## config.mk

```make
export PLATFORM = sky130hd
export DESIGN_NAME = efsup_core
export DESIGN_NICKNAME = d
export VERILOG_FILES = /design/src/hdl/efsup_pkg.sv /design/src/hdl/efsup_core.sv
export SDC_FILE = /design/constraint.sdc
export NUM_CORES = 1
export LEC_CHECK = 0
export BUFFER_PORTS_ARGS = -buffer_cell sky130_fd_sc_hd__buf_2
export CORE_MARGIN = 1
export CORE_UTILIZATION = 60
export CTS_CLUSTER_SIZE = 40
export DETAILED_ROUTE_END_ITERATION = 16
export PLACE_DENSITY = 0.83
export SETUP_SLACK_MARGIN = 0.02
export SLEW_MARGIN = 30
export SYNTH_ARGS = -nofsm -noshare
export SYNTH_HDL_FRONTEND = slang
export SYNTH_SLANG_ARGS = --single-unit
```

## constraint.sdc

```tcl
create_clock -name i_ref_clk -period 5.15 [get_ports i_ref_clk]
set_input_delay 0.7725 -clock i_ref_clk [delete_from_list [all_inputs] [get_ports i_ref_clk]]
set_output_delay 0.7725 -clock i_ref_clk [all_outputs]
set_load 0.01 [all_outputs]
```

## src/hdl/efsup_pkg.sv

```systemverilog
// Constants and carrier types for the fuse fault and sync supervisor
// How it works
// Health failure pulls gate low, latches fault
// Drain short at start: discharge, timer, fault
// Gate near input while off flags gate-drain short
// No overdrive before startup timeout flags short
// Overdrive loss after inrush latches fault immediately
// Thermal shutdown on absolute or relative threshold
// Latch-off variant stays off until power/enable cycle
// Auto-retry waits retry delay, retries if enabled
// Primary latches faults; restart uses slew-limited ramp
// Secondary short: fast trip, restart, fault output high
// Secondary pulls line low, waits, releases, samples
// Line still low: clear fault, follow primary
// Primary holds line low within the wait
// Failed handshake latches until power/enable cycle
// Power/enable cycle clears fault and retry timer
// Enable just below undervoltage keeps latched fault
// Release line to conduct; low line forces off
// Hold line low during listed off states
// Long low line clears fast-recovery flag
// External line pull-down is a latched fault
// Forced timer pin plus overcurrent latches after backup
// System pulls the line up externally
// Mode input sampled once after power-up
// Comparators arrive as bits; timers are counters
package efsup_pkg;

	localparam int unsigned CLK_HZ = 10_000_000;
	localparam int unsigned HANDSHAKE_US = 10;
	localparam int unsigned HANDSHAKE_CYC = (HANDSHAKE_US * (CLK_HZ / 1_000_000) > 0) ?
		HANDSHAKE_US * (CLK_HZ / 1_000_000) : 1;
	localparam int unsigned CNT_W = 24;

	typedef struct packed {
		logic en_above_uvlo;    // Enable above undervoltage lockout
		logic en_above_sd;      // Enable above shutdown threshold
		logic supply_ok;        // Supply above undervoltage threshold
		logic over_voltage;     // Input overvoltage
		logic insertion_delay;  // Insertion delay still running
	} efsup_supply_t;

	typedef struct packed {
		logic vds_below_dsok;   // Drain-source below drain-ok threshold
		logic vout_below_fb;    // Output below foldback threshold
		logic gate_near_vin;    // Gate close to input voltage
		logic gate_overdrive_ok; // Gate overdrive reached
		logic tj_over_tsd;      // Junction at shutdown threshold
		logic tj_below_exit;    // Junction below threshold minus hysteresis
		logic rel_over;         // Gradient at relative threshold
		logic rel_below;        // Gradient below relative threshold
		logic fast_trip;        // Short-circuit comparator
		logic cb_trip;          // Circuit-breaker trip
		logic ilim_fault;       // Current-limit pin fault
		logic timer_pin_high;   // Overcurrent timer pin forced high
		logic over_ocp;         // Current above circuit-breaker level
		logic over_backup;      // Current above backup threshold
	} efsup_sense_t;

	typedef enum logic [2:0] {
		ST_OFF,
		ST_DS_CHECK,
		ST_INRUSH,
		ST_ON,
		ST_TSD,
		ST_RETRY,
		ST_HANDSHAKE,
		ST_LATCHED
	} efsup_state_t;

endpackage

```

## src/hdl/efsup_core.sv

```systemverilog
// Fault supervisor and shared switch-enable logic for the fuse
`timescale 1ns/1ps
`default_nettype none
module efsup_core #(
	parameter bit AUTO_RETRY = 1'b0,
	parameter int unsigned DS_TMR_CYC = 100_000,
	parameter int unsigned SU_TMR_CYC = 100_000,
	parameter int unsigned RETRY_CYC = 1_000_000,
	parameter int unsigned SHARED_SWITCH_ENABLE_TO_CYC = 50_000,
	parameter int unsigned BKP_TMR_CYC = 100_000
) (
	input wire logic i_ref_clk,                       // 10 MHz clock
	input wire logic i_sys_rst,                       // Async reset, high
	input wire logic i_mode_secondary,                // Mode pin grounded
	input wire efsup_pkg::efsup_supply_t i_supply,    // Supply and enable states
	input wire efsup_pkg::efsup_sense_t i_sense,      // Comparator results
	input wire logic i_shared_switch_enable,          // Shared line level
	output logic o_shared_switch_enable,              // Line output (unused low)
	output logic o_shared_switch_enable_oe,           // Pull line low
	output logic o_gate_on,                           // Gate driver on
	output logic o_output_discharge,                  // Output discharge on
	output logic o_fault_out_n,                       // Fault output level
	output logic o_fault_out_n_oe,                    // Pull fault output low
	output logic o_fast_recovery_flag,                // Fast restart allowed
	output logic o_thermal_shutdown,                  // Thermal shutdown active
	output logic o_secondary_mode,                    // Sampled mode
	output logic o_fault_latched                      // Internal fault latched
);
	import efsup_pkg::*;

	// Refuses timer counts that the counters cannot hold
	if (DS_TMR_CYC < 1 || SU_TMR_CYC < 1 || RETRY_CYC < 1 || SHARED_SWITCH_ENABLE_TO_CYC < 1 ||
		BKP_TMR_CYC < 1 || DS_TMR_CYC >= (1 << CNT_W) || SU_TMR_CYC >= (1 << CNT_W) ||
		RETRY_CYC >= (1 << CNT_W) || SHARED_SWITCH_ENABLE_TO_CYC >= (1 << CNT_W) ||
		BKP_TMR_CYC >= (1 << CNT_W)) begin : g_bad_timer
		$error("efsup_core: timer count out of range");
	end

	// ------------------------------------------------------------
	// Input synchronisers
	// ------------------------------------------------------------
	localparam int unsigned SYN_W = $bits(efsup_supply_t) + $bits(efsup_sense_t) + 2;
	logic [SYN_W-1:0] sync1_q;
	logic [SYN_W-1:0] sync2_q;

	always_ff @(posedge i_ref_clk or posedge i_sys_rst) begin
		if (i_sys_rst) begin
			sync1_q <= '0;
			sync2_q <= '0;
		end else begin
			sync1_q <= {i_supply, i_sense, i_shared_switch_enable, i_mode_secondary};
			sync2_q <= sync1_q;
		end
	end

	efsup_supply_t sup;
	efsup_sense_t sns;
	wire logic line_hi;
	wire logic mode_pin;
	assign {sup, sns, line_hi, mode_pin} = sync2_q;

	// ------------------------------------------------------------
	// Mode capture after reset release
	// ------------------------------------------------------------
	logic [1:0] mode_wait_q;
	logic mode_taken_q;
	logic secondary_q;

	// Waits until the pin has passed both synchroniser stages
	always_ff @(posedge i_ref_clk or posedge i_sys_rst) begin
		if (i_sys_rst) begin
			mode_wait_q <= 2'h0;
			mode_taken_q <= 1'b0;
			secondary_q <= 1'b0;
		end else if (!mode_taken_q) begin
			if (mode_wait_q == 2'h2) begin
				mode_taken_q <= 1'b1;
				secondary_q <= mode_pin;
			end else begin
				mode_wait_q <= mode_wait_q + 2'h1;
			end
		end
	end

	// ------------------------------------------------------------
	// Decode
	// ------------------------------------------------------------
	efsup_state_t state_q;
	efsup_state_t state_d;
	logic [CNT_W-1:0] cnt_q;
	logic [CNT_W-1:0] cnt_d;
	logic [CNT_W-1:0] low_cnt_q;
	logic [CNT_W-1:0] bkp_cnt_q;
	logic fast_recovery_flag_q;
	logic drive_low_q;
	logic fault_q;
	logic fault_d;
	logic flt_pin_q;
	logic flt_pin_d;
	logic drive_low_d;

	// A deep enable drop or a supply loss clears latched faults
	wire logic clear_cycle = !sup.en_above_sd || !sup.supply_ok;
	wire logic uv_ov = !sup.en_above_uvlo || !sup.supply_ok || sup.over_voltage;
	wire logic enabled = mode_taken_q && !uv_ov && !sup.insertion_delay;
	wire logic tsd_enter = sns.tj_over_tsd || sns.rel_over;
	wire logic tsd_exit = sns.tj_below_exit && sns.rel_below;
	wire logic gd_short = sns.gate_near_vin && !o_gate_on;
	wire logic gs_steady = (state_q == ST_ON) && line_hi && !sns.gate_overdrive_ok;
	wire logic ext_low = !line_hi && !drive_low_q && !uv_ov && !secondary_q &&
		(state_q == ST_INRUSH || state_q == ST_ON);
	wire logic bkp_fault = sns.timer_pin_high && (bkp_cnt_q >= CNT_W'(BKP_TMR_CYC));
	wire logic conducting = (state_q == ST_INRUSH || state_q == ST_ON);
	wire logic hard_fault = gd_short || gs_steady || bkp_fault || ext_low ||
		(conducting && (sns.cb_trip || sns.ilim_fault));
	wire logic trip_fast = conducting && sns.fast_trip;
	wire logic cnt_done_ds = cnt_q >= CNT_W'(DS_TMR_CYC);
	wire logic cnt_done_su = cnt_q >= CNT_W'(SU_TMR_CYC);
	wire logic cnt_done_rt = cnt_q >= CNT_W'(RETRY_CYC);
	wire logic cnt_done_hs = cnt_q >= CNT_W'(HANDSHAKE_CYC);

	// ------------------------------------------------------------
	// Sequencer
	// ------------------------------------------------------------
	always_comb begin
		state_d = state_q;
		cnt_d = (cnt_q == '1) ? cnt_q : cnt_q + CNT_W'(1);
		fault_d = fault_q;
		flt_pin_d = flt_pin_q;
		drive_low_d = 1'b1;
		if (clear_cycle) begin
			state_d = ST_OFF;
			cnt_d = '0;
			fault_d = 1'b0;
			flt_pin_d = 1'b0;
		end else if (tsd_enter && state_q != ST_LATCHED) begin
			state_d = ST_TSD;
			cnt_d = '0;
			fault_d = 1'b1;
			flt_pin_d = 1'b1;
		end else if (hard_fault && state_q != ST_LATCHED) begin
			state_d = ST_LATCHED;
			fault_d = 1'b1;
			flt_pin_d = 1'b1;
		end else if (trip_fast) begin
			cnt_d = '0;
			if (secondary_q) begin
				state_d = ST_HANDSHAKE;
				fault_d = 1'b1;
			end else begin
				state_d = ST_LATCHED;
				fault_d = 1'b1;
				flt_pin_d = 1'b1;
			end
		end else begin
			unique case (state_q)
				ST_OFF: begin
					cnt_d = '0;
					// Line is released once enabled so the chain can start together
					drive_low_d = !enabled;
					if (enabled && line_hi) begin
						state_d = sns.vds_below_dsok ? ST_DS_CHECK : ST_INRUSH;
					end
				end
				ST_DS_CHECK: begin
					drive_low_d = 1'b0;
					if (!enabled) begin
						state_d = ST_OFF;
					end else if (!sns.vds_below_dsok || sns.vout_below_fb) begin
						state_d = ST_INRUSH;
						cnt_d = '0;
					end else if (cnt_done_ds) begin
						state_d = ST_LATCHED;
						fault_d = 1'b1;
						flt_pin_d = 1'b1;
					end
				end
				ST_INRUSH: begin
					drive_low_d = 1'b0;
					if (!enabled || !line_hi) begin
						state_d = ST_OFF;
					end else if (sns.gate_overdrive_ok) begin
						state_d = ST_ON;
					end else if (cnt_done_su) begin
						state_d = ST_LATCHED;
						fault_d = 1'b1;
						flt_pin_d = 1'b1;
					end
				end
				ST_ON: begin
					drive_low_d = 1'b0;
					if (!enabled || !line_hi) begin
						state_d = ST_OFF;
					end
				end
				ST_TSD: begin
					cnt_d = '0;
					if (tsd_exit && AUTO_RETRY) begin
						state_d = ST_RETRY;
					end
				end
				ST_RETRY: begin
					if (cnt_done_rt) begin
						fault_d = 1'b0;
						flt_pin_d = 1'b0;
						state_d = ST_OFF;
					end
				end
				ST_HANDSHAKE: begin
					drive_low_d = !cnt_done_hs;
					if (cnt_q > CNT_W'(HANDSHAKE_CYC + 2)) begin
						if (line_hi) begin
							state_d = ST_LATCHED;
						end else begin
							fault_d = 1'b0;
							state_d = ST_OFF;
						end
					end
				end
				ST_LATCHED: begin
					cnt_d = '0;
				end
			endcase
		end
	end

	always_ff @(posedge i_ref_clk or posedge i_sys_rst) begin
		if (i_sys_rst) begin
			state_q <= ST_OFF;
			cnt_q <= '0;
			fault_q <= 1'b0;
			flt_pin_q <= 1'b0;
			drive_low_q <= 1'b1;
		end else begin
			state_q <= state_d;
			cnt_q <= cnt_d;
			fault_q <= fault_d;
			flt_pin_q <= flt_pin_d;
			drive_low_q <= drive_low_d;
		end
	end

	// ------------------------------------------------------------
	// Line-low timeout and backup overcurrent timer
	// ------------------------------------------------------------
	always_ff @(posedge i_ref_clk or posedge i_sys_rst) begin
		if (i_sys_rst) begin
			low_cnt_q <= '0;
			fast_recovery_flag_q <= 1'b0;
			bkp_cnt_q <= '0;
		end else begin
			if (line_hi) begin
				low_cnt_q <= '0;
				if (state_q == ST_ON) begin
					fast_recovery_flag_q <= 1'b1;
				end
			end else if (low_cnt_q >= CNT_W'(SHARED_SWITCH_ENABLE_TO_CYC)) begin
				fast_recovery_flag_q <= 1'b0;
			end else begin
				low_cnt_q <= low_cnt_q + CNT_W'(1);
			end
			if (sns.timer_pin_high && (sns.over_ocp || sns.over_backup) && conducting) begin
				if (bkp_cnt_q != '1) begin
					bkp_cnt_q <= bkp_cnt_q + CNT_W'(1);
				end
			end else begin
				bkp_cnt_q <= '0;
			end
		end
	end

	// ------------------------------------------------------------
	// Outputs
	// ------------------------------------------------------------
	assign o_shared_switch_enable = 1'b0;
	assign o_shared_switch_enable_oe = drive_low_q;
	assign o_gate_on = conducting && line_hi && !drive_low_q;
	assign o_output_discharge = (state_q == ST_DS_CHECK) && !sns.vout_below_fb &&
		!sns.tj_over_tsd;
	assign o_fault_out_n = 1'b0;
	assign o_fault_out_n_oe = flt_pin_q;
	assign o_fast_recovery_flag = fast_recovery_flag_q;
	assign o_thermal_shutdown = (state_q == ST_TSD);
	assign o_secondary_mode = secondary_q;
	assign o_fault_latched = fault_q;

endmodule
`default_nettype wire

```

### After elaboration in Yosys (flattened, before gate mapping)

Index checks and enable logic that the tools add are counted.

* bitwise gates (word level): 2
* muxes and demuxes: 63
* add/sub/neg operators: 4
* order comparisons: 6
* reductions and logical operators: 62
* eq/ne operators: 24

Operators by type and width (count)
* $mux W24: 11
* $add A24 B1 Y24 const B: 3
* $ge A24 B17 Y1 const B: 2
* $ne A6 B6 Y1 const B: 8
* $pmux W24 S2: 1
* $mux W3: 14
* $mux W1: 32
* $eq A24 B24 Y1 const B: 1
* $ge A24 B16 Y1 const B: 1
* $ge A24 B20 Y1 const B: 1
* $ge A24 B7 Y1 const B: 1
* $gt A24 B7 Y1 const B: 1
* $ne A24 B24 Y1 const B: 1
* $logic_and A1 B1 Y1: 21
* $pmux W3 S6: 1
* $logic_not A1 Y1: 15
* $logic_or A1 B1 Y1: 13
* $eq A3 B3 Y1 const B: 4
* $reduce_bool A10 Y1: 1
* $reduce_and A8 Y1: 1
* $reduce_bool A8 Y1: 1
* $reduce_and A7 Y1: 1
* $reduce_bool A7 Y1: 1
* $eq A3 B2 Y1 const B: 2
* other kinds (17): 23

* bits in registers: 125

### Depth between registers and ports, before layout

Gate-level depths: netlist (run 1).

* depth after elaboration: 14
* mapped depth: 8
* mapped depth without buffers: 7

### Least setup slack after synthesis (run 1)

OpenSTA, ideal clock, no wires.

* path type: register to output
* start point: register state_q[1]
* end point: output port o_output_discharge
* arrival time: 1.152 ns
* data required time: 4.378 ns
* path slack: 3.226 ns
* cell stages (with the launch flop): 4
* cells stage by stage: dfrtp_1 -> clkbuf_1 -> nand2b_1 -> nor4_1

* longest elaborated chain between the ends: 3

Ends and longest elaborated chain
* start, declared: line efsup_core.sv:88 `efsup_state_t state_q;`
* start signal, assigned: line efsup_core.sv:235 `state_q <= state_d;`
* $eq A3 B1 Y1: line efsup_core.sv:278 `assign o_output_discharge = (state_q == ST_DS_CHECK) && !sns.vout_below_fb &&`
* $logic_and A1 B1 Y1 (2 in series): line efsup_core.sv:278
* end, declared: line efsup_core.sv:21 `output logic o_output_discharge,`

Every way passes these cells.

### Worst setup path after layout (run 1)

* start point: register state_q[0]
* end point: output port o_output_discharge

The elaborated chain is that of the path after synthesis.

==> flow_metrics.tcl, run 1 <==
set metrics [dict create \
    status "finished clean" \
    fp-row-count 36 \
    synth_mux_area_frac 0.0125 \
    die_height_um 102 \
    synth_area_in_compound_gates 0.118 \
    design.portCount 33 \
    clock_sinks 121 \
    crit_path_max_incr_delay_ns 0.69 \
    filler_cell_count 772 \
    final-hold-violation-count 0 \
    final_net_count 651 \
    worstSetupStartpointType "flip-flop" \
    tritoncts "yes" \
    endpoint_class_of_the_critical_path "output pin" \
    antenna_violating_nets_post_route 0 \
    post_synth_instance_area_um2 6010 \
    layout_commonest_cell "sky130_fd_sc_hd__dfrtp_1" \
    total_global_routing_overflow 0 \
    route.final.wire_length_mm 12.6 \
    grt_start_max_net_pins 76 \
    power.leakage_uw 0.00276 \
    critical-path-top-delay-family "flip-flops" \
    layout_min_cycle_time_ns 2.85 \
    slew_headroom 0.413 \
    synthDominantAreaCellType "sky130_fd_sc_hd__dfrtp_1" \
    insertion_delay_ns 0.53 \
    reg2regPathDepth 6 \
    synthSimpleGateAreaFrac 0.251 \
    synth-edff-count 0 \
    finClkSkew_ns 0.00952 \
    post-dp-hpwl_mm 8.38 \
    crit-reg2reg-capture "o_fault_latched" \
    worstMarginPinSlew_ns 0.874 \
    r2r_slack_ns 2.53 \
    synth_top_flop_cell "sky130_fd_sc_hd__dfrtp_1" \
    synthArstFlopShare 1.00 \
    remaining_drc_errors 0 \
    synth_fa_ha_area_frac 0.0146 \
    vias_in_the_first_global_route 4446 \
    ys_seq_elements 121 \
    routed_wire_length_per_instance_um 16.4 \
    crit_type "reg2out" \
    power.density_nw_per_um2 315 \
    crit_path_top_delay_cell "sky130_fd_sc_hd__dfrtp_1" \
    firstDrtPassIters 5 \
    die_area_um2 10400 \
    critical_path.reg2reg.startpoint "state_q[1]" \
    num_antenna_cells 0 \
    core_region_area_um2 9730 \
    synth-seq-area-share 0.504 \
    worst_setup_hold_path_clk_slew_ns 0.06 \
    post_synth_num_cell_types 77 \
    initial_antenna_violation_count 0 \
    worstPathArrival_ns 2.08 \
    cts_setup_buffers 0 \
    synthDominantCellAreaShare 0.500 \
    areaGrowthSynthToFinish_pct 12.3 \
    timing.final.ws_setup_ns 2.30 \
    number_of_vias_per_cell_after_detailed_routing 6.04 \
    drive_gt1_frac 0.144 \
    cts_hold_buffers 0 \
    place_worst_setup_slack_ns 2.30 \
    synthesis.yosys.warnings 0 \
    initial_standard_cell_utilization_of_the_core 0.617 \
    vias 4634 \
    rsz0062_at_grt "false" \
    required_ns 4.38 \
    final_cell_mix "sky130_fd_sc_hd__dfrtp_1 (120), sky130_fd_sc_hd__nor2_1 (68), sky130_fd_sc_hd__nand3_1 (34), sky130_fd_sc_hd__nand2_1 (32), sky130_fd_sc_hd__buf_2 (28)" \
    ir_drop_worst_case_vdd_v 0.000288 \
    cts_buffers 17 \
    floorplan.die.width_um 102 \
    combinational_family_with_the_most_area_after_synthesis "simple AND/OR/NAND/NOR gates" \
    port_bufs 28 \
    netlist_top_cells_area "sky130_fd_sc_hd__dfrtp_1 (50%), sky130_fd_sc_hd__nor2_1 (4.2%), sky130_fd_sc_hd__xnor2_1 (3.5%)" \
    worstPathCellList "nand2b_1, nor4_1, buf_2" \
    clock.fmax_mhz 351 \
    ctsHtreeMaxLevel 4 \
    cts.path.max_buffers 2 \
    synth_area_per_cell_um2 10.0 \
    cap_violations 0 \
    fin_crit_sh 0.553 \
    clk_root_buffer_cell "sky130_fd_sc_hd__clkbuf_8" \
    final-max-slew-violation-count 0 \
    synthesized_area_fraction_occupied_by_xor_and_xnor_cells 0.0612 \
    min_delay_worst_type "in2async" \
    grt_pass1_wl_mm 21.1 \
    track_usage 0.270 \
    worstPathBufferInverterCount 1 \
    synth_cells 601 \
    number_of_gates_resized_after_cts 0 \
    gp_congestion 0.936 \
    number_of_drc_markers_after_the_initial_detailed_route_iteration 304 \
    crit_path_max_fanout 20 \
    setup_tns_ns 0 \
    finalSetupViolations 0 \
]
## power by group
group	internal, uW	switching (uW)
sequential	971	14.2
combinational	22.9	50.5
clock	638	432
total	1630	496
## cell families after synthesis
family,after synthesis
adders and majority gates,7
other,1
xor gates and xnor gates,42
DFF,121
buffers and inverters,52
muxes,7
and+or+nand+nor,271
AOI/OAI and AO/OA,100
## final cells by class
| type | instances | area (um^2) | share of cell area |
|---|---|---|---|
| sequential | 121 | 3030 | 0.449 |
| multi-input combinational | 429 | 2760 | 0.409 |
| tap | 133 | 166 | 0.0247 |
| inverter | 21 | 83.8 | 0.0124 |
| clock buffer | 17 | 414 | 0.0614 |
| clock inverter | 15 | 129 | 0.0191 |
| timing repair buffer | 31 | 163 | 0.0241 |
## per-stage QoR
stage                     hold slack, ns  cell area, um^2  std cells  total power (uW)  utilization
final                              0.341             6740        767              2130        0.693
after global routing               0.321             6740        767              2200        0.693
after CTS                          0.314             6730        767              2150        0.692
after floorplan                    0.331             6010        602              1050            -
after detailed placement           0.336             6190        735              1070        0.636
after global placement             0.333             6190        735              1070        0.636
## flip-flops by register name (all words and copies together) (netlist names)
name	cells
o_fault_latched	1
bkp_cnt_q	24
o_fast_recovery_flag	1
mode_wait_q	2
sync2_q	19
low_cnt_q	24
o_shared_switch_enable_oe	1
sync1_q	19
o_secondary_mode	1
mode_taken_q	1
o_fault_out_n_oe	1
state_q	3
cnt_q	24
## how the worst max path moves through the flow
stage / from / to / slack (ns) / cells past startpoint
2_1_floorplan: i_sys_rst / bkp_cnt_q[0] / 1.16 / 1
3_3_place_gp: state_q[2] / cnt_q[6] / 2.39 / 6
3_5_place_dp: state_q[2] / cnt_q[2] / 2.30 / 6
4_1_cts: state_q[0] / o_output_discharge / 2.29 / 3
5_1_grt: state_q[0] / o_output_discharge / 2.16 / 3
6_report: state_q[0] / o_output_discharge / 2.30 / 3
## cells in the mapped netlist, types with 3 or more instances
cell,n
sky130_fd_sc_hd__nor3_1,25
sky130_fd_sc_hd__nor2_1,68
sky130_fd_sc_hd__or3_1,6
sky130_fd_sc_hd__nand4_1,21
sky130_fd_sc_hd__o211ai_1,5
sky130_fd_sc_hd__nand2b_1,5
sky130_fd_sc_hd__xnor2_1,24
sky130_fd_sc_hd__and4_1,3
sky130_fd_sc_hd__mux2_2,3
sky130_fd_sc_hd__buf_4,3
sky130_fd_sc_hd__nand2_1,32
sky130_fd_sc_hd__ha_1,7
sky130_fd_sc_hd__xor2_1,18
sky130_fd_sc_hd__nor4_4,3
sky130_fd_sc_hd__nor4b_1,4
sky130_fd_sc_hd__o31ai_1,4
sky130_fd_sc_hd__a21oi_1,27
sky130_fd_sc_hd__nor4_1,12
sky130_fd_sc_hd__inv_1,21
sky130_fd_sc_hd__nor2b_1,20
sky130_fd_sc_hd__nand3_1,34
sky130_fd_sc_hd__clkbuf_2,4
sky130_fd_sc_hd__mux2i_1,3
sky130_fd_sc_hd__o21ai_0,19
sky130_fd_sc_hd__clkbuf_1,14
sky130_fd_sc_hd__and3_1,9
sky130_fd_sc_hd__and2_1,7
sky130_fd_sc_hd__buf_2,9
sky130_fd_sc_hd__a211oi_1,6
sky130_fd_sc_hd__dfrtp_1,120
sky130_fd_sc_hd__a311oi_1,6
## routing by layer
metal	global-route usage	wire length (um)
met1	0.332	5400
met2	0.441	6340
met3	0.0746	524
met4	0.131	341
met5	0	0
Power figures use the tool's default switching activity.
==> run 2: changes to the inputs <==
==> constraint.sdc (replaced) <==
create_clock -name i_ref_clk -period 2.85 [get_ports i_ref_clk]
set_input_delay 0.4275 -clock i_ref_clk [delete_from_list [all_inputs] [get_ports i_ref_clk]]
set_output_delay 0.4275 -clock i_ref_clk [all_outputs]
set_load 0.01 [all_outputs]
==> flow_metrics.tcl, run 2 (synthesis results as in run 1) <==
set metrics [dict create \
    status "finished clean" \
    post-dp-hpwl_mm 8.45 \
    worstSetupStartpointType "flip-flop" \
    die_area_um2 10400 \
    cap_violations 0 \
    fin_crit_sh 0.874 \
    final-max-slew-violation-count 0 \
    crit_path_max_incr_delay_ns 0.76 \
    critical_path_depth 3 \
    slew_headroom 0.566 \
    registers_with_the_most_flip_flops "bkp_cnt_q: 24 flops, cnt_q: 24 flops, low_cnt_q: 24 flops" \
    route.final.wire_length_mm 13.1 \
    drive_gt1_frac 0.146 \
    remaining_drc_errors 0 \
    critical-path-top-delay-family "flip-flops" \
    setup_tns_ns 0 \
    vias 4767 \
    track_usage 0.277 \
    worst_setup_hold_path_clk_slew_ns 0.06 \
    core_region_area_um2 9730 \
    worstPathArrival_ns 2.06 \
    min_delay_worst_type "in2async" \
    grt_pass1_wl_mm 22.0 \
    crit_type "reg2out" \
    crit_path_max_fanout 20 \
    floorplan.die.width_um 102 \
    routed_wire_length_per_instance_um 16.6 \
    clock.fmax_mhz 402 \
    cts.path.max_buffers 2 \
    cts_buffers 17 \
    number_of_drc_markers_after_the_initial_detailed_route_iteration 324 \
    ctsHtreeMaxLevel 4 \
    endpoint_class_of_the_critical_path "output pin" \
    clock_sinks 121 \
    final_net_count 675 \
    finClkSkew_ns 0.00734 \
    cts_setup_buffers 0 \
    worstPathCellList "nand2b_1, nor4_1, buf_2" \
    number_of_vias_per_cell_after_detailed_routing 6.03 \
    grt_start_max_net_pins 122 \
    layout_commonest_cell "sky130_fd_sc_hd__dfrtp_1" \
    clk_root_buffer_cell "sky130_fd_sc_hd__clkbuf_8" \
    fp-row-count 36 \
    power.leakage_uw 0.00288 \
    total_power_uw 3990 \
    initial_antenna_violation_count 0 \
    rsz0062_at_grt "false" \
    worstMarginPinSlew_ns 0.651 \
    insertion_delay_ns 0.53 \
    die_height_um 102 \
    design.portCount 33 \
    initial_standard_cell_utilization_of_the_core 0.617 \
    crit_path_top_delay_cell "sky130_fd_sc_hd__dfrtp_1" \
    firstDrtPassIters 5 \
    final_cell_mix "sky130_fd_sc_hd__dfrtp_1 (120), sky130_fd_sc_hd__nor2_1 (68), sky130_fd_sc_hd__nand3_1 (34), sky130_fd_sc_hd__nand2_1 (32), sky130_fd_sc_hd__buf_2 (28)" \
    num_antenna_cells 0 \
    tritoncts "yes" \
    areaGrowthSynthToFinish_pct 16.5 \
    required_ns 2.42 \
    total_global_routing_overflow 0 \
    antenna_violating_nets_post_route 0 \
    reg2regPathDepth 6 \
    worstPathBufferInverterCount 1 \
    ir_drop_worst_case_vdd_v 0.000383 \
    final-hold-violation-count 0 \
    power.density_nw_per_um2 570 \
    vias_in_the_first_global_route 4694 \
    finalSetupViolations 0 \
    layout_min_cycle_time_ns 2.49 \
    port_bufs 28 \
    gp_congestion 0.915 \
]
[run 2: final timing paths]
kind / startpoint / endpoint / slack, ns
max: state_q[0] / o_output_discharge / 0.36
min: i_sys_rst / sync1_q[0] / 0.05
max reg2reg: state_q[0] / state_q[2] / 0.43
min reg2reg: sync1_q[12] / sync2_q[12] / 0.35
max in group asynchronous: i_sys_rst / cnt_q[19] / 2.30
min in group i_ref_clk: sync1_q[12] / sync2_q[12] / 0.35
[run 2: power breakdown]
group | switching [uW] | total [uW] | internal [uW]
sequential | 29.0 | 1780 | 1750
combinational | 93.6 | 155 | 61.3
clock | 861 | 2050 | 1190
total | 984 | 3990 | 3000
[run 2: metal layers]
| layer | up-vias | GRT usage | part of all wire |
|---|---|---|---|
| met3 | 43 | 0.0684 | 0.046 |
| met2 | 158 | 0.464 | 0.51 |
| li1 | 2237 | - | - |
| met4 | 0 | 0.131 | 0.030 |
| met5 | - | 0 | 0 |
| met1 | 2329 | 0.339 | 0.42 |
[run 2: layout make-up]
class                      count  area (um^2)
sequential                   121         3030
multi-input combinational    429         2750
fill                         696         2730
clock buffer                  17          414
timing repair buffer          55          403
tap                          133          166
clock inverter                15          154
inverter                      21         82.6
[run 2: what timing repair did]
item,CTS,global route
gates resized for setup,0,0
hold buffers,19,0
hold endpoints to repair,19,0
[run 2: per-stage QoR]
step / hold WS (ns) / cell area [um^2] / std cells / util / setup slack, ns
6_report: 0.0520 / 7000 / 791 / 0.720 / 0.360
3_5_place_dp: 0.335 / 6230 / 739 / 0.641 / 0.553
3_3_place_gp: 0.333 / 6230 / 739 / 0.641 / 0.627
2_1_floorplan: 0.331 / 6010 / 602 / - / 0.930
5_1_grt: 0.136 / 7000 / 791 / 0.720 / 0.256
4_1_cts: 0.0986 / 6990 / 790 / 0.719 / 0.386
[run 2: worst reg2reg max path, stage by stage, from the launching register on]
cell and delay, ns:
sky130_fd_sc_hd__dfrtp_1 0.76, sky130_fd_sc_hd__nand3_1 0.34, sky130_fd_sc_hd__o21ai_0 0.32, sky130_fd_sc_hd__and2_1 0.35, sky130_fd_sc_hd__o21ai_1 0.17, sky130_fd_sc_hd__a41o_1 0.26, sky130_fd_sc_hd__a21boi_1 0.14
==> run 3: changes to the inputs <==
--- a/config.mk
+++ b/config.mk
@@ -5,12 +5,13 @@
 export SDC_FILE = /design/constraint.sdc
 export NUM_CORES = 1
 export LEC_CHECK = 0
+export ABC_AREA = 1
 export BUFFER_PORTS_ARGS = -buffer_cell sky130_fd_sc_hd__buf_2
 export CORE_MARGIN = 1
 export CORE_UTILIZATION = 60
 export CTS_CLUSTER_SIZE = 40
 export DETAILED_ROUTE_END_ITERATION = 16
-export PLACE_DENSITY = 0.83
+export PLACE_DENSITY = 0.82
 export SETUP_SLACK_MARGIN = 0.02
 export SLEW_MARGIN = 30
 export SYNTH_ARGS = -nofsm -noshare
==> flow_metrics.tcl, run 3 <==
set metrics [dict create \
    crit_path_max_incr_delay_ns 0.50 \
    synthArstFlopShare 1.00 \
    grt_start_max_net_pins 104 \
    critPathCapture "cnt_q[20]" \
    layout_commonest_cell "sky130_fd_sc_hd__nand2_1" \
    design.portCount 33 \
    vias_in_the_first_global_route 5851 \
    tritoncts "yes" \
    insertion_delay_ns 0.53 \
    clk_root_buffer_cell "sky130_fd_sc_hd__clkbuf_8" \
    synth_fa_ha_area_frac 0.0135 \
    clock.fmax_mhz 452 \
    final-max-slew-violation-count 0 \
    cts.path.max_buffers 2 \
    crit_type "reg2reg" \
    netlist_top_cells_area "sky130_fd_sc_hd__dfrtp_1 (46%), sky130_fd_sc_hd__nand2_1 (11%), sky130_fd_sc_hd__nor2_1 (8.4%)" \
    critical-path-top-delay-family "simple AND/OR/NAND/NOR gates" \
    worstSetupStartpointType "flip-flop" \
    synthDominantCellAreaShare 0.461 \
    critical_path.reg2reg.startpoint "state_q[0]" \
    combinational_family_with_the_most_area_after_synthesis "simple AND/OR/NAND/NOR gates" \
    total_global_routing_overflow 0 \
    num_antenna_cells 0 \
    critical_path_depth 11 \
    finClkSkew_ns 0.0140 \
    dp.cells 1010 \
    worst_setup_hold_path_clk_slew_ns 0.06 \
    worstPathBufferInverterCount 2 \
    ir_drop_worst_case_vdd_v 0.000486 \
    remaining_drc_errors 0 \
    number_of_vias_per_cell_after_detailed_routing 5.60 \
    initial_antenna_violation_count 0 \
    die_height_um 106 \
    postPlaceCellArea_um2 6800 \
    min_delay_worst_type "in2reg" \
    grt_pass1_wl_mm 26.9 \
    postLayoutCellArea_um2 7570 \
    multi_input_area_um2 2950 \
    synth_mux_area_frac 0 \
    crit-reg2reg-capture "cnt_q[20]" \
    groute.layer.met1.usage 0.390 \
    worstMarginPinSlew_ns 0.543 \
    die_area_um2 11300 \
    grt_use_met2 0.506 \
    synth_top_flop_cell "sky130_fd_sc_hd__dfrtp_1" \
    crit_path_max_fanout 23 \
    synth_common_cells "sky130_fd_sc_hd__nand2_1 (184), sky130_fd_sc_hd__nor2_1 (145), sky130_fd_sc_hd__dfrtp_1 (120), sky130_fd_sc_hd__inv_1 (117), sky130_fd_sc_hd__nand3_1 (53)" \
    drive_gt1_frac 0.113 \
    fin_crit_sh 0.775 \
    port_bufs 28 \
    crit_start "state_q[0]" \
    post_synth_instance_area_um2 6510 \
    floorplan.die.width_um 106 \
    final-hold-violation-count 0 \
    post_synth_num_cell_types 48 \
    finalSetupViolations 0 \
    reg2regPathDepth 11 \
    route.final.wire_length_mm 16.0 \
    routed_wire_length_per_instance_um 15.1 \
    initial_standard_cell_utilization_of_the_core 0.625 \
    synth_cells 852 \
    synth_most_common_cell "sky130_fd_sc_hd__nand2_1" \
    post-dp-hpwl_mm 10.9 \
    areaGrowthSynthToFinish_pct 16.2 \
    final_cell_mix "sky130_fd_sc_hd__nand2_1 (184), sky130_fd_sc_hd__nor2_1 (145), sky130_fd_sc_hd__dfrtp_1 (120), sky130_fd_sc_hd__inv_1 (116), sky130_fd_sc_hd__nand3_1 (53)" \
    vias 5941 \
    synth_area_per_cell_um2 7.64 \
    gp_congestion 0.967 \
    synth_area_in_compound_gates 0.0797 \
    registers_with_the_most_flip_flops "bkp_cnt_q: 24 flops, cnt_q: 24 flops, low_cnt_q: 24 flops" \
    timing.final.ws_setup_ns 0.640 \
    cap_violations 0 \
    required_ns 3.28 \
    synthesis.yosys.warnings 0 \
    hold_slack_ns 0.0327 \
    synth-edff-count 0 \
    cts_buffers 17 \
    rsz0062_at_grt "false" \
    synthDominantAreaCellType "sky130_fd_sc_hd__dfrtp_1" \
    grt_busiest_layer "met2" \
    endpoint_class_of_the_critical_path "flip-flop" \
    place_worst_setup_slack_ns 0.672 \
    core_region_area_um2 10400 \
    synthesized_area_fraction_occupied_by_xor_and_xnor_cells 0.0202 \
    area_taken_by_flip_flops_and_latches_um2 3030 \
    worstPathArrival_ns 2.64 \
    status "finished clean" \
    ctsHtreeMaxLevel 4 \
    crit_path_top_delay_cell "sky130_fd_sc_hd__dfrtp_1" \
    number_of_drc_markers_after_the_initial_detailed_route_iteration 381 \
    slew_headroom 0.637 \
    post_layout_nonfiller_instances 1060 \
    holdPathStages 1 \
    synth-seq-area-share 0.465 \
    ys_seq_elements 121 \
    r2r_slack_ns 0.64 \
    filler_cell_count 806 \
    layout_min_cycle_time_ns 2.21 \
    globalRouteMet3Util 0.0638 \
    fp-row-count 37 \
    clock_sinks 121 \
    power.leakage_uw 0.00354 \
    setup_tns_ns 0 \
    antenna_violating_nets_post_route 0 \
    synthSimpleGateAreaFrac 0.338 \
    track_usage 0.306 \
    power.density_nw_per_um2 536 \
    worstPathCellList "inv_2, nand3_4, nand2_4, inv_2, nor2_1, nor2_1, nand2_2, nand2_4, o21ai_2, nand2_2, nor3b_1" \
    firstDrtPassIters 5 \
    final_net_count 941 \
    cts_setup_buffers 0 \
]
-- run 3: cell types whose count changed after synthesis, moves of 13 or more --
cell and delta:
sky130_fd_sc_hd__nand2_1 +152, sky130_fd_sc_hd__o21ai_0 +22, sky130_fd_sc_hd__nor2b_1 -20, sky130_fd_sc_hd__nand3_1 +19, sky130_fd_sc_hd__clkbuf_1 -13, sky130_fd_sc_hd__nor2_1 +77, sky130_fd_sc_hd__inv_1 +96, sky130_fd_sc_hd__xnor2_1 -22
-- run 3: final cells by class --
type | count | share of cell area
Clock buffer | 20 | 0.0589
Clock inverter | 12 | 0.0185
Inverter | 123 | 0.0615
Multi-Input combinational cell | 597 | 0.389
Sequential cell | 121 | 0.400
Tap cell | 136 | 0.0225
Timing Repair Buffer | 51 | 0.0489
-- run 3: power breakdown --
group          internal (uW)  switching (uW)
clock network           1300             814
registers               1750            22.3
logic                   58.1             108
-- run 3: per-stage QoR --
stage	power (uW)	utilization
after floorplan	1900	-
after global placement	1940	0.653
after detailed placement	1950	0.653
after CTS	4060	0.725
after global routing	4170	0.726
final	4060	0.726
-- run 3: logic make-up (layout without fill, tap and decap cells) --
logic type                 after synthesis  in the layout
AOI/OAI and AO/OA                       92             92
DFF                                    121            121
xor gates and xnor gates                15             15
buffers and inverters                  135            206
adders and majority gates                7              7
and+or+nand+nor                        481            481
other                                    1              2
-- run 3: layer usage --
layer | share of wire | up-vias
li1 | - | 2861
met5 | 0 | -
met2 | 0.49 | 206
met4 | 0.028 | 0
met1 | 0.42 | 2829
met3 | 0.057 | 45
-- run 3: worst min-delay path by stage --
stage | startpoint | end
2_1_floorplan | sync1_q[0] | sync2_q[0]
6_report | i_sense[12] | sync1_q[14]
3_3_place_gp | sync1_q[0] | sync2_q[0]
3_5_place_dp | sync1_q[20] | sync2_q[20]
5_1_grt | i_sense[11] | sync1_q[13]
4_1_cts | i_sense[10] | sync1_q[12]
-- run 3: what timing repair did --
action,in CTS,in global routing
endpoints found under the setup margin,0,0
hold buffers,16,2
gates resized for setup,0,0
endpoints found under the hold margin,33,2
